**src/design/tmr_pkg.sv**
```systemverilog
// Package for the thermal monitor register bank: offsets, reset values, field layout
package tmr_pkg;
   // ***************************************************************
   // Register offsets
   // ***************************************************************
   localparam logic [7:0] OFS_INT_INT = 8'h00;
   localparam logic [7:0] OFS_INT_FRC = 8'h01;
   localparam logic [7:0] OFS_EXT1_INT = 8'h02;
   localparam logic [7:0] OFS_EXT1_FRC = 8'h03;
   localparam logic [7:0] OFS_EXT2_INT = 8'h04;
   localparam logic [7:0] OFS_EXT2_FRC = 8'h05;
   localparam logic [7:0] OFS_EXT3_INT = 8'h06;
   localparam logic [7:0] OFS_EXT3_FRC = 8'h07;
   localparam logic [7:0] OFS_SHDN_LIM = 8'h0a;
   localparam logic [7:0] OFS_PUSH1 = 8'h0c;
   localparam logic [7:0] OFS_PUSH2 = 8'h0d;
   localparam logic [7:0] OFS_TSET_VOLT = 8'h10;
   localparam logic [7:0] OFS_EXT1_IDEAL = 8'h11;
   localparam logic [7:0] OFS_EXT2_IDEAL = 8'h12;
   localparam logic [7:0] OFS_EXT1_BETA = 8'h14;
   localparam logic [7:0] OFS_EXT2_BETA = 8'h15;
   localparam logic [7:0] OFS_SRC_CFG = 8'h17;
   localparam logic [7:0] OFS_EXT1_CRIT = 8'h19;
   localparam logic [7:0] OFS_EXT2_CRIT = 8'h1a;
   localparam logic [7:0] OFS_EXT3_CRIT = 8'h1b;
   localparam logic [7:0] OFS_INT_CRIT = 8'h1d;
   localparam logic [7:0] OFS_CRIT_STAT = 8'h1f;
   localparam logic [7:0] OFS_SHDN_CFG = 8'h20;
   localparam logic [7:0] OFS_CONV_CFG = 8'h21;
   localparam logic [7:0] OFS_LOCK_CFG = 8'h22;
   localparam logic [7:0] OFS_EVT_STAT = 8'h23;
   localparam logic [7:0] OFS_UPPER_STAT = 8'h24;
   localparam logic [7:0] OFS_LOWER_STAT = 8'h25;
   localparam logic [7:0] OFS_FAULT_STAT = 8'h26;
   localparam logic [7:0] OFS_FAN_STAT = 8'h27;
   localparam logic [7:0] OFS_TEMP_MASK = 8'h28;
   localparam logic [7:0] OFS_FAN_MASK = 8'h29;

   // ***************************************************************
   // Reset values
   // ***************************************************************
   localparam logic [7:0] RST_ZERO = 8'h00;
   localparam logic [7:0] RST_TSET_VOLT = 8'hff;
   localparam logic [7:0] RST_IDEAL = 8'h12;
   localparam logic [7:0] RST_BETA = 8'h08;
   localparam logic [7:0] RST_SRC_CFG = 8'h00;
   localparam logic [7:0] RST_CRIT = 8'h64;
   localparam logic [7:0] RST_CONV_CFG = 8'h0e;
   localparam logic [7:0] RST_SHDN_LIM = 8'h64;

   // ***************************************************************
   // Field layout and special values
   // ***************************************************************
   localparam logic [7:0] FAULT_TEMP = 8'h80;   // Reading high byte on a diode fault
   localparam logic [7:0] BETA_WMASK = 8'h1f;   // Writable bits of a beta register
   localparam logic [7:0] SRC_WMASK = 8'h07;    // One enable per external channel
   localparam logic [7:0] SHDN_WMASK = 8'h0f;
   localparam logic [7:0] CHAN_MASK = 8'h0f;    // Bit 0 internal, bits 1..3 ext1..3
   localparam logic [7:0] FAN_WMASK = 8'h07;
   localparam int LOCK_BIT = 0;
   localparam int NCHAN = 4;
endpackage

```
**src/design/tmr_regs.sv**
```systemverilog
// Register bank of the temperature monitor: readings, limits, configuration and status
//
// Summary of operation
// Every register in the map is host readable, writable ones host writable.
// Unused bits read zero and host writes to them have no effect.
// Single-diode variant: multi-diode registers ignore writes and read 00h.
// Internal reading integer at 00h, fraction at 01h, both reset to zero.
// External diode 1..3 reading pairs at 02h..07h, high byte even.
// Shutdown limit at 0Ah is read only, derived from threshold-set voltage.
// Pushed temperatures at 0Ch, 0Dh reset to zero and feed the lookup table.
// Threshold-set voltage at 10h is read only and reads FFh after reset.
// Ideality registers reset to 12h; second one serves diodes 2 and 3.
// Beta configuration at 14h and 15h obeys the software lock.
// One register at 17h sets series resistance correction for all diodes.
// Critical limits reset to 64h and accept exactly one host write.
// Critical status at 1Fh shows per-channel limit reached, resets zero.
// Configuration at 20h resets 00h and holds shutdown masking options.
// Configuration at 21h sets conversion rate, resets to 0Eh.
// Event status at 23h holds channel event bits, cleared by reading (a fault bit is set again each cycle while its 26h bit is set).
// Upper status 24h and lower status 25h are cleared by reading.
// Diode fault bits 26h and fan status bits 27h clear when read.
// Temperature event mask at 28h, reset 00h, gates the interrupt output.
// Fan event mask at 29h, reset zero, gates fan events onto the interrupt.
// On an open or shorted diode the reading high byte shows 80h.
// Once the software lock is set, lockable registers ignore writes.
`timescale 1ns/100ps
module tmr_regs #(
   // 0 builds the single-diode variant
   parameter bit MULTI_DIODE = 1'b1
) (
   // Clock and reset
   input wire logic clk,
   input wire logic sys_rst,
   // Register access from the client interface engine
   input wire logic reg_wr,
   input wire logic reg_rd,
   input wire logic [7:0] reg_addr,
   input wire logic [7:0] reg_wdata,
   output logic [7:0] reg_rdata,
   // Measurement engine results
   input wire logic meas_valid,
   input wire logic [1:0] meas_chan,
   input wire logic [7:0] meas_int,
   input wire logic [7:0] meas_frac,
   input wire logic meas_fault,
   input wire logic tset_valid,
   input wire logic [7:0] tset_volt,
   input wire logic [7:0] tset_limit,
   // Comparator and fan events, one bit per channel
   input wire logic [3:0] upper_evt,
   input wire logic [3:0] lower_evt,
   input wire logic [2:0] fan_evt,
   // Settings and status to the rest of the device
   output logic [7:0] push_temp_one,
   output logic [7:0] push_temp_two,
   output logic [7:0] ext1_ideality,
   output logic [7:0] ext23_ideality,
   output logic [7:0] ext1_beta,
   output logic [7:0] ext2_beta,
   output logic [7:0] src_cfg,
   output logic [7:0] shdn_cfg,
   output logic [7:0] conv_cfg,
   output logic [31:0] crit_limits,
   output logic [3:0] crit_reached,
   output logic alert
);
   import tmr_pkg::*;

   // ***************************************************************
   // Storage
   // ***************************************************************
   // Reading, limit and one-shot flag per channel, index 0 internal
   logic [7:0] int_r [NCHAN];
   logic [7:0] frc_r [NCHAN];
   logic [7:0] crit_r [NCHAN];
   logic [NCHAN-1:0] crit_done_r;
   logic [7:0] shdn_lim_r, tset_r, push1_r, push2_r;
   logic [7:0] ideal1_r, ideal2_r, beta1_r, beta2_r, src_r;
   logic [7:0] shdn_cfg_r, conv_r, crit_stat_r;
   // Status and mask registers
   logic [7:0] evt_r, upper_r, lower_r, fault_r, fan_r, tmask_r, fmask_r;
   logic lock_r;
   logic [7:0] rdata_nxt;
   logic [3:0] crit_hit;
   logic multi_ok;
   logic [7:0] flt_set;

   // Multi-diode offsets are dead on the single-diode build
   function automatic logic is_multi(input logic [7:0] a);
      return a == OFS_EXT2_INT || a == OFS_EXT2_FRC || a == OFS_EXT3_INT ||
             a == OFS_EXT3_FRC || a == OFS_EXT2_IDEAL || a == OFS_EXT2_BETA ||
             a == OFS_EXT2_CRIT || a == OFS_EXT3_CRIT;
   endfunction

   // Channel index to critical limit offset
   function automatic logic [7:0] crit_ofs(input int c);
      case (c)
         0: return OFS_INT_CRIT;
         1: return OFS_EXT1_CRIT;
         2: return OFS_EXT2_CRIT;
         default: return OFS_EXT3_CRIT;
      endcase
   endfunction

   // Gate for every host access on the single-diode build
   assign multi_ok = MULTI_DIODE || !is_multi(reg_addr);

   // ***************************************************************
   // Temperature readings
   // ***************************************************************
   // A fault forces the high byte; the fraction is held at zero meanwhile
   always_ff @(posedge clk) begin
      if (sys_rst) begin
         for (int i = 0; i < NCHAN; i++) begin
            int_r[i] <= RST_ZERO;
            frc_r[i] <= RST_ZERO;
         end
      end else if (meas_valid && (MULTI_DIODE || meas_chan < 2'd2)) begin
         if (meas_fault) begin
            int_r[meas_chan] <= FAULT_TEMP;
            frc_r[meas_chan] <= RST_ZERO;
         end else begin
            int_r[meas_chan] <= meas_int;
            frc_r[meas_chan] <= meas_frac;
         end
      end
   end

   // Threshold-set voltage and the limit derived from it, never host written
   always_ff @(posedge clk) begin
      if (sys_rst) begin
         tset_r <= RST_TSET_VOLT;
         shdn_lim_r <= RST_SHDN_LIM;
      end else if (tset_valid) begin
         tset_r <= tset_volt;
         shdn_lim_r <= tset_limit;
      end
   end

   // ***************************************************************
   // Host writable configuration
   // ***************************************************************
   // Lock is sticky: only a reset releases it
   always_ff @(posedge clk) begin
      if (sys_rst) begin
         lock_r <= 1'b0;
      end else if (reg_wr && reg_addr == OFS_LOCK_CFG && reg_wdata[LOCK_BIT]) begin
         lock_r <= 1'b1;
      end
   end

   // Registers with no lock
   always_ff @(posedge clk) begin
      if (sys_rst) begin
         push1_r <= RST_ZERO;
         push2_r <= RST_ZERO;
         tmask_r <= RST_ZERO;
         fmask_r <= RST_ZERO;
      end else if (reg_wr) begin
         unique case (reg_addr)
            OFS_PUSH1: push1_r <= reg_wdata;
            OFS_PUSH2: push2_r <= reg_wdata;
            OFS_TEMP_MASK: tmask_r <= reg_wdata & CHAN_MASK;
            OFS_FAN_MASK: fmask_r <= reg_wdata & FAN_WMASK;
            default: ;
         endcase
      end
   end

   // Lockable registers; writes after the lock are dropped silently
   always_ff @(posedge clk) begin
      if (sys_rst) begin
         ideal1_r <= RST_IDEAL;
         ideal2_r <= RST_IDEAL;
         beta1_r <= RST_BETA;
         beta2_r <= RST_BETA;
         src_r <= RST_SRC_CFG;
         shdn_cfg_r <= RST_ZERO;
         conv_r <= RST_CONV_CFG;
      end else if (reg_wr && !lock_r && multi_ok) begin
         unique case (reg_addr)
            OFS_EXT1_IDEAL: ideal1_r <= reg_wdata;
            OFS_EXT2_IDEAL: ideal2_r <= reg_wdata;
            OFS_EXT1_BETA: beta1_r <= reg_wdata & BETA_WMASK;
            OFS_EXT2_BETA: beta2_r <= reg_wdata & BETA_WMASK;
            OFS_SRC_CFG: src_r <= reg_wdata & SRC_WMASK;
            OFS_SHDN_CFG: shdn_cfg_r <= reg_wdata & SHDN_WMASK;
            OFS_CONV_CFG: conv_r <= reg_wdata;
            default: ;
         endcase
      end
   end

   // Critical limits: one write each, then fixed until reset
   always_ff @(posedge clk) begin
      if (sys_rst) begin
         for (int i = 0; i < NCHAN; i++) begin
            crit_r[i] <= RST_CRIT;
            crit_done_r[i] <= 1'b0;
         end
      end else begin
         for (int i = 0; i < NCHAN; i++) begin
            // A refused second write leaves value and flag untouched
            if (reg_wr && multi_ok && reg_addr == crit_ofs(i) && !crit_done_r[i]) begin
               crit_r[i] <= reg_wdata;
               crit_done_r[i] <= 1'b1;
            end
         end
      end
   end

   // ***************************************************************
   // Status
   // ***************************************************************
   // Limit reached when the reading is valid and at or above its limit
   always_comb begin
      for (int i = 0; i < NCHAN; i++) begin
         crit_hit[i] = (int_r[i] != FAULT_TEMP) && (int_r[i] >= crit_r[i]);
      end
      // Channels missing on the single-diode build never report
      if (!MULTI_DIODE) begin
         crit_hit[3:2] = 2'b00;
      end
   end

   // Critical status follows the comparison directly
   always_ff @(posedge clk) begin
      if (sys_rst) begin
         crit_stat_r <= RST_ZERO;
      end else begin
         crit_stat_r <= {4'h0, crit_hit};
      end
   end

   // Fault events of this cycle, one bit per channel present on this build
   always_comb begin
      flt_set = RST_ZERO;
      if (meas_valid && meas_fault && (MULTI_DIODE || meas_chan < 2'd2)) begin
         flt_set[meas_chan] = 1'b1;
      end
   end

   // Upper limit status; an event in the read cycle survives the clear (set wins)
   always_ff @(posedge clk) begin
      if (sys_rst) begin
         upper_r <= RST_ZERO;
      end else begin
         upper_r <= ((reg_rd && reg_addr == OFS_UPPER_STAT) ? RST_ZERO : upper_r)
                    | {4'h0, upper_evt};
      end
   end

   // Lower limit status, same read-clear rule
   always_ff @(posedge clk) begin
      if (sys_rst) begin
         lower_r <= RST_ZERO;
      end else begin
         lower_r <= ((reg_rd && reg_addr == OFS_LOWER_STAT) ? RST_ZERO : lower_r)
                    | {4'h0, lower_evt};
      end
   end

   // Diode fault status; a bit stays until read even if the diode recovers
   always_ff @(posedge clk) begin
      if (sys_rst) begin
         fault_r <= RST_ZERO;
      end else begin
         fault_r <= ((reg_rd && reg_addr == OFS_FAULT_STAT) ? RST_ZERO : fault_r)
                    | (flt_set & CHAN_MASK);
      end
   end

   // Fan status, same read-clear rule
   always_ff @(posedge clk) begin
      if (sys_rst) begin
         fan_r <= RST_ZERO;
      end else begin
         fan_r <= ((reg_rd && reg_addr == OFS_FAN_STAT) ? RST_ZERO : fan_r)
                  | {5'h00, fan_evt};
      end
   end

   // Event status collects upper, lower and diode fault events per channel; fan events stay out
   always_ff @(posedge clk) begin
      if (sys_rst) begin
         evt_r <= RST_ZERO;
      end else begin
         evt_r <= ((reg_rd && reg_addr == OFS_EVT_STAT) ? RST_ZERO : evt_r)
                  | ({4'h0, upper_evt | lower_evt} | (fault_r & CHAN_MASK)
                     & {4'h0, 4'hf} & 8'h0f);
      end
   end

   // Alert is registered so it never glitches on a bus read
   always_ff @(posedge clk) begin
      if (sys_rst) begin
         alert <= 1'b0;
      end else begin
         alert <= |(evt_r & tmask_r) || |(fan_r & fmask_r);
      end
   end

   // ***************************************************************
   // Read path
   // ***************************************************************
   // Offset decode; unknown offsets and dead offsets read zero
   always_comb begin
      rdata_nxt = RST_ZERO;
      unique case (reg_addr)
         OFS_INT_INT: rdata_nxt = int_r[0];
         OFS_INT_FRC: rdata_nxt = frc_r[0];
         OFS_EXT1_INT: rdata_nxt = int_r[1];
         OFS_EXT1_FRC: rdata_nxt = frc_r[1];
         OFS_EXT2_INT: rdata_nxt = int_r[2];
         OFS_EXT2_FRC: rdata_nxt = frc_r[2];
         OFS_EXT3_INT: rdata_nxt = int_r[3];
         OFS_EXT3_FRC: rdata_nxt = frc_r[3];
         OFS_SHDN_LIM: rdata_nxt = shdn_lim_r;
         OFS_PUSH1: rdata_nxt = push1_r;
         OFS_PUSH2: rdata_nxt = push2_r;
         OFS_TSET_VOLT: rdata_nxt = tset_r;
         OFS_EXT1_IDEAL: rdata_nxt = ideal1_r;
         OFS_EXT2_IDEAL: rdata_nxt = ideal2_r;
         OFS_EXT1_BETA: rdata_nxt = beta1_r;
         OFS_EXT2_BETA: rdata_nxt = beta2_r;
         OFS_SRC_CFG: rdata_nxt = src_r;
         OFS_EXT1_CRIT: rdata_nxt = crit_r[1];
         OFS_EXT2_CRIT: rdata_nxt = crit_r[2];
         OFS_EXT3_CRIT: rdata_nxt = crit_r[3];
         OFS_INT_CRIT: rdata_nxt = crit_r[0];
         OFS_CRIT_STAT: rdata_nxt = crit_stat_r;
         OFS_SHDN_CFG: rdata_nxt = shdn_cfg_r;
         OFS_CONV_CFG: rdata_nxt = conv_r;
         OFS_LOCK_CFG: rdata_nxt = {7'h00, lock_r};
         OFS_EVT_STAT: rdata_nxt = evt_r;
         OFS_UPPER_STAT: rdata_nxt = upper_r;
         OFS_LOWER_STAT: rdata_nxt = lower_r;
         OFS_FAULT_STAT: rdata_nxt = fault_r;
         OFS_FAN_STAT: rdata_nxt = fan_r;
         OFS_TEMP_MASK: rdata_nxt = tmask_r;
         OFS_FAN_MASK: rdata_nxt = fmask_r;
         default: rdata_nxt = RST_ZERO;
      endcase
      if (!multi_ok) begin
         rdata_nxt = RST_ZERO;
      end
   end

   // Read data is captured on the strobe and held until the next read
   always_ff @(posedge clk) begin
      if (sys_rst) begin
         reg_rdata <= RST_ZERO;
      end else if (reg_rd) begin
         reg_rdata <= rdata_nxt;
      end
   end

   // ***************************************************************
   // Settings out
   // ***************************************************************
   // Settings go out straight from the flip-flops
   assign push_temp_one = push1_r;
   assign push_temp_two = push2_r;
   assign ext1_ideality = ideal1_r;
   assign ext23_ideality = ideal2_r;
   assign ext1_beta = beta1_r;
   assign ext2_beta = beta2_r;
   assign src_cfg = src_r;
   assign shdn_cfg = shdn_cfg_r;
   assign conv_cfg = conv_r;
   assign crit_limits = {crit_r[3], crit_r[2], crit_r[1], crit_r[0]};
   assign crit_reached = crit_stat_r[3:0];
endmodule

```
**config.mk**
```make
export PLATFORM = sky130hd
export DESIGN_NAME = tmr_regs
export DESIGN_NICKNAME = d
export VERILOG_FILES = /design/src/design/tmr_pkg.sv /design/src/design/tmr_regs.sv
export SDC_FILE = /design/constraint.sdc
export NUM_CORES = 1
export LEC_CHECK = 0
export ABC_AREA = 0
export ABC_CLOCK_PERIOD_IN_PS = 3100
export BUFFER_PORTS_ARGS = -buffer_cell sky130_fd_sc_hd__buf_4
export CAP_MARGIN = 20
export CORE_MARGIN = 2
export CORE_UTILIZATION = 45
export DETAILED_ROUTE_END_ITERATION = 10
export GPL_TIMING_DRIVEN = 0
export PLACE_DENSITY_LB_ADDON = 0.3
export SLEW_MARGIN = 20
export SYNTH_ARGS = -nofsm -noshare
export SYNTH_HDL_FRONTEND = slang
export SYNTH_SLANG_ARGS = --single-unit
```
**constraint.sdc**
```tcl
create_clock -name clk -period 3.1 [get_ports clk]
set_input_delay 0.31 -clock clk [delete_from_list [all_inputs] [get_ports clk]]
set_output_delay 0.31 -clock clk [all_outputs]
set_load 0.05 [all_outputs]
```
==> flow_summary.json, run 1 <==
{
  "reg2reg_to": "reg_rdata[3]$_SDFFE_PP0P_",
  "dpl.cell_count": 1640,
  "wl_um": 46280,
  "die_x_um": 158.1,
  "p_int_uw": 5455,
  "vias": 10071,
  "cts_tree": "yes",
  "period_share_pct": 88.57,
  "power_leakage_uw": 0.005393,
  "arrival_ns": 3.14,
  "place_congestion": 0.9891,
  "power_uw": 7453,
  "pwr-share-clk_pct": 44.9,
  "hold_end": "tset_r[1]$_SDFFE_PP1P_",
  "drtAntennaViolNets": 0,
  "netlist_instances": 1143,
  "hold_class": "in2reg",
  "viasPerCell": 5.928,
  "fmax_mhz": 364.2,
  "nets": 1460,
  "clk_latency_ns": 0.54,
  "worst_pin_slew_ns": 1.196,
  "drt_iter0_drc": 1189,
  "avgRoutedWirePerCell_um": 27.24,
  "grtUsageTotal_pct": 36.52,
  "synthArstFlopShare_pct": 0,
  "synth_top_cell_area_share_pct": 26.98,
  "worstRegToRegCells": 5,
  "grt_pass1_vias": 9465,
  "hold_violations": 0,
  "overflow": 0,
  "cts_sinks": 213,
  "crit_required_ns": 3.50,
  "drt_first_pass_iters": 6,
  "outcome": "finished, final reports clean",
  "period_minus_slack_ns": 2.746,
  "power_density_mw_per_mm2": 553.7,
  "chipHeight_um": 158.1,
  "fin_cells": 1699,
  "grt_max_degree": 17,
  "cts_buffer_depth": 3,
  "numPortBuffers": 164,
  "finalClockSkew_ns": 0.009536,
  "setup_viol": 0,
  "start_util_pct": 45.65,
  "core_area_sq_mm": 0.02340,
  "vdd_ir_drop_max_uv": 387.8,
  "antenna_found_initial": 1,
  "die-area_sq_mm": 0.02499,
  "synth_cell_types": 66,
  "p_sw_uw": 1997,
  "seq_area_frac_synth_pct": 48.91,
  "startpoint_type": "primary input",
  "synth_edf_count": 96,
  "max_slew_margin_pct": 20.25,
  "cts-root-buf": "clkbuf_16",
  "r2r_slack_ns": 1.01,
  "crit_fanout": 10,
  "drc": 0,
  "dp_hpwl_um": 34950,
  "synth.cell_area_sq_mm": 0.01068,
  "comb_power_share_pct": 12.2,
  "num_rows": 56,
  "finalMaxSlewViolations": 0,
  "hold_ws_ns": 0.007146,
  "ys_ff_latch": 213,
  "ioPinCount": 185,
  "grt_pass1_wl_um": 64670,
  "sw_frac_of_total_pct": 26.80,
  "drive_above_1_share_pct": 19.52,
  "cts_max_level": 1,
  "r2r_start": "crit_r[1][3]$_SDFFCE_PN0P_",
  "fin_tns_setup_ns": 0,
  "avgSynthCellArea_sq_um": 9.347,
  "end_kind": "register",
  "synthTopCellsByArea": "edfxtp_1, dfxtp_1, mux2i_1, nand2_1, nor2_1",
  "cts_setup_buffers": 0,
  "critPathKind": "in2reg",
  "seq_power_share_pct": 42.9,
  "hp-start": "tset_volt[1]",
  "yosys.area.top_type": "edfxtp_1",
  "cap_violations": 0,
  "numCtsBuffers": 24,
  "reg_top3": "crit_r: 32 flops, frc_r: 32 flops, int_r: 32 flops",
  "whs_path_depth": 3,
  "synth_warnings": 0,
  "area.growth.synth_to_final_pct": 25.99,
  "rsz0062_at_grt": "false",
  "cts_resized": 0,
  "path_clk_slew_ns": 0.06,
  "holdBufCountCts": 13,
  "synth_ff_type": "dfxtp_1"
}
-- worst max-delay path by stage --
stage	from	to	slack [ns]	cells after the start
finish	reg_addr[1]	reg_rdata[6]$_SDFFE_PP0P_	0.35	9
global route	reg_addr[1]	reg_rdata[6]$_SDFFE_PP0P_	0.23	9
CTS	sys_rst	int_r[3][2]$_DFFE_PP_	0.49	5
detailed placement	sys_rst	int_r[3][2]$_DFFE_PP_	-0.06	5
global placement	reg_addr[1]	reg_rdata[6]$_SDFFE_PP0P_	-0.1	9
floorplan	reg_addr[2]	crit_r[2][0]$_SDFFCE_PN0P_	0.79	6
-- critical path, cell delays in order --
cell      delay (ns)
buf_2           0.17
buf_4           0.22
clkbuf_1        0.78
clkbuf_1        0.75
nor2_1          0.11
a21oi_1         0.14
o21ai_0         0.09
o21ai_0         0.42
a21oi_1         0.14
-- Yosys cell counts, types with 32 or more instances --
master and count:
nand2_1 141, nor2_1 129, dfxtp_1 117, edfxtp_1 96, a21oi_1 78, mux2i_1 62, inv_1 57, nand3_1 51
clkbuf_1 50, o21ai_0 35, ha_1 32
-- routing by layer --
| metal | global-route usage (%) | part of all wire (%) |
|---|---|---|
| met5 | 0 | 0 |
| met4 | 15.19 | 4.7 |
| met3 | 9.800 | 12 |
| met2 | 56.07 | 44 |
| met1 | 48.82 | 40 |
-- logic make-up (layout without fill, tap and decap cells) --
group | after synthesis | after routing | synth area share [%]
muxes | 71 | 71 | 6.968
and+or+nand+nor | 439 | 439 | 19.18
other | 1 | 17 | 0.03510
buffers and inverters | 148 | 369 | 6.207
DFF | 213 | 213 | 48.91
AOI/OAI and AO/OA | 238 | 238 | 14.87
adders and majority gates | 32 | 32 | 3.747
xor gates and xnor gates | 1 | 1 | 0.08199
-- power by group through the flow --
| stage | Clock [uW] | Sequential [uW] | Combinational (uW) |
|---|---|---|---|
| 2_1_floorplan | 0 | 3270 | 433 |
| 3_3_place_gp | 0 | 3250 | 861 |
| 3_5_place_dp | 0 | 3250 | 870 |
| 4_1_cts | 3350 | 3190 | 887 |
| 5_1_grt | 3460 | 3200 | 958 |
| 6_report | 3350 | 3200 | 907 |
-- cells in the final DEF (no fill, tap or decap), drive strengths merged, types with 7 or more instances in the layout --
cell           n
dlygate4sd3   13
nor2b         15
edfxtp        96
inv           58
a221oi         9
nor3          19
ha            32
nand2        141
mux2i         62
nand3         51
nand2b        22
conb          15
nor2         130
a22oi         25
buf          203
and2          25
a22o          13
nor4          12
dfxtp        117
a32oi         12
clkbuf        80
bufinv         7
a31oi         15
a21oi         78
mux2           7
o21ai         36
-- per-stage QoR --
stage                     util, %  setup slack, ns  cell area [sq um]
final                       57.52           0.3543              13460
after detailed placement    52.94         -0.05713              12390
after floorplan                 -           0.7944              10740
after global placement      52.84         -0.09970              12370
after global routing        57.50           0.2305              13460
after CTS                   57.45           0.4888              13450
-- final cells by class --
type / instances / area [sq um]
diodes: 2 / 5.005
plain buffers: 91 / 449.2
clock buffers: 29 / 660.6
clock inverters: 15 / 266.5
fillers: 2140 / 9942
inverters: 57 / 214.0
multi-input cells: 796 / 4880
flip-flops and latches: 213 / 5225
well taps: 319 / 399.1
repair buffers: 177 / 1361
(Power assumes the default switching activity.)
==> run 2, diff against run 1 <==
--- a/config.mk
+++ b/config.mk
@@ -7,7 +7,7 @@
 export LEC_CHECK = 0
 export ABC_AREA = 0
 export ABC_CLOCK_PERIOD_IN_PS = 3100
-export BUFFER_PORTS_ARGS = -buffer_cell sky130_fd_sc_hd__buf_4
+export BUFFER_PORTS_ARGS = -buffer_cell sky130_fd_sc_hd__buf_2
 export CAP_MARGIN = 20
 export CORE_MARGIN = 2
 export CORE_UTILIZATION = 45
==> constraint.sdc (replaced) <==
create_clock -name clk -period 3.1 [get_ports clk]
set_input_delay 0.31 -clock clk [delete_from_list [all_inputs] [get_ports clk]]
set_output_delay 0.31 -clock clk [all_outputs]
set_load 0.01 [all_outputs]
==> run 2 against run 1 <==
Compared with the run above: sequential power about the same; worst setup slack improved by 0.031 ns; global-route usage shrank 1.1 points; non-clock buffer count down 2; total power down 8.3%; wire length decreased by 2.7%; core utilization down 2.5 points; design area is 4.4% lower; clock power decreased by 14%; worst hold slack improved by 0.0015 ns; via count up 0.70%; combinational power down 19%; critical path type unchanged; largest power group is now sequential cells; highest routed layer unchanged.
==> flow_summary.json, run 2 (synthesis results as in run 1) <==
{
  "setup_viol": 0,
  "place_congestion": 0.9805,
  "cts_resized": 0,
  "worst_pin_slew_ns": 1.229,
  "crit_fanout": 10,
  "power_uw": 6832,
  "rsz0062_at_grt": "false",
  "crit_required_ns": 3.56,
  "cts_tree": "yes",
  "outcome": "finished, final reports clean",
  "diodes": 0,
  "critical_path_buf_inv_count": 3,
  "die_x_um": 158.1,
  "num_rows": 56,
  "avgRoutedWirePerCell_um": 26.56,
  "drtAntennaViolNets": 0,
  "chipHeight_um": 158.1,
  "path_delay_family": "simple AND/OR/NAND/NOR gates",
  "cts_sinks": 213,
  "arrival_ns": 3.17,
  "critical_path.cell_chain": "buf_2, buf_2, nor2_1, clkbuf_1, nand2_1, nor3_1, nand2_1, a21oi_1",
  "core_area_sq_mm": 0.02340,
  "most-common-layout-cells": "buf_2, nand2_1, nor2_1",
  "numPortBuffers": 164,
  "final_common_cell": "buf_2",
  "hold_class": "in2reg",
  "drive_above_1_share_pct": 19.33,
  "period_minus_slack_ns": 2.715,
  "drt_first_pass_iters": 7,
  "cts_buffer_depth": 3,
  "drc": 0,
  "viasPerCell": 5.983,
  "hold_violations": 0,
  "nFillCells": 2214,
  "hold_ws_ns": 0.008662,
  "overflow": 0,
  "fmax_mhz": 368.3,
  "reg_top3": "crit_r: 32 flops, frc_r: 32 flops, int_r: 32 flops",
  "grt_pass1_wl_um": 63050,
  "vias": 10142,
  "vdd_ir_drop_max_uv": 480.6,
  "grt_max_degree": 17,
  "power_leakage_uw": 0.005234,
  "start_util_pct": 45.65,
  "end_kind": "register",
  "path_clk_slew_ns": 0.06,
  "finalWorstSetupSlack_ns": 0.3851,
  "post-place-ws_ns": -0.08697,
  "ioPinCount": 185,
  "crit_slowest_cell": "nor3_1",
  "cts-root-buf": "clkbuf_16",
  "startpoint_type": "primary input",
  "finalClockSkew_ns": 0.02324,
  "dp_hpwl_um": 33940,
  "grtUsageTotal_pct": 35.43,
  "clk_latency_ns": 0.54,
  "area.growth.synth_to_final_pct": 20.47,
  "finalMaxSlewViolations": 0,
  "antenna_found_initial": 0,
  "period_share_pct": 87.58,
  "cts_max_level": 1,
  "wl_um": 45020,
  "max_slew_margin_pct": 17.45,
  "die-area_sq_mm": 0.02499,
  "grt_pass1_vias": 9473,
  "cpPeakStageDelay_ns": 1.06,
  "numCtsBuffers": 24,
  "nets": 1458,
  "power_density_mw_per_mm2": 530.8,
  "drt_iter0_drc": 1204,
  "cap_violations": 0,
  "critPathKind": "in2reg"
}
## run 2: worst register-to-register path: stages (launching register included)
cell and delay [ns]:
dfxtp_1 0.35, nor2b_1 0.20, nand2_1 0.18, nor3_1 1.06, nand2_1 0.14, a21oi_1 0.19
## run 2: final cells by class
type / instances / area [sq um] / share of cell area [%]
clock inverters: 12 / 115.1 / 0.8943
flip-flops and latches: 213 / 5225 / 40.59
repair buffers: 175 / 925.9 / 7.194
clock buffers: 32 / 673.1 / 5.230
inverters: 57 / 214.0 / 1.662
well taps: 319 / 399.1 / 3.101
multi-input cells: 796 / 4870 / 37.83
plain buffers: 91 / 449.2 / 3.490
## run 2: report_power, final
part / switching [uW] / leakage (uW) / internal [uW]
clock: 1200 / 0.000393 / 1690
combinational: 491 / 0.00295 / 247
sequential: 140 / 0.00189 / 3060
total: 1830 / 0.00523 / 5000
## run 2: path summary, 6_finish.rpt
check	startpoint	to	slack, ns	cells past startpoint
hold reg to reg	ext23_ideality[0]$_SDFFE_PP0P_	ext23_ideality[0]$_SDFFE_PP0P_	0.48	2
setup / recovery	reg_addr[3]	conv_cfg[7]$_SDFFE_PP0P_	0.39	8
hold / removal	tset_volt[2]	tset_r[2]$_SDFFE_PP1P_	0.009	3
setup reg to reg	lock_r$_SDFFE_PP0P_	conv_cfg[7]$_SDFFE_PP0P_	0.90	5
## run 2: metrics by stage
stage / TNS, ns / instances / cell area [sq um] / util (%)
4_1_cts: 0 / 1695 / 12860 / 54.93
2_1_floorplan: 0 / 1157 / 10740 / -
6_report: 0 / 1695 / 12870 / 55.00
3_3_place_gp: -0.7819 / 1640 / 11960 / 51.09
5_1_grt: 0 / 1695 / 12870 / 55.00
3_5_place_dp: -2.674 / 1641 / 11970 / 51.14
## run 2: timing repair
action,in CTS,in global routing
endpoints found under the setup margin,0,0
setup buffers,0,0
hold buffers,10,0
endpoints found under the hold margin,10,0
## run 2: per-layer routing
layer	track usage, %	wire length, um	vias to the layer above
li1	-	-	4494
met5	0	0	-
met4	16.69	2492	0
met3	9.472	5139	140
met2	53.73	19280	700
met1	47.14	18100	4808
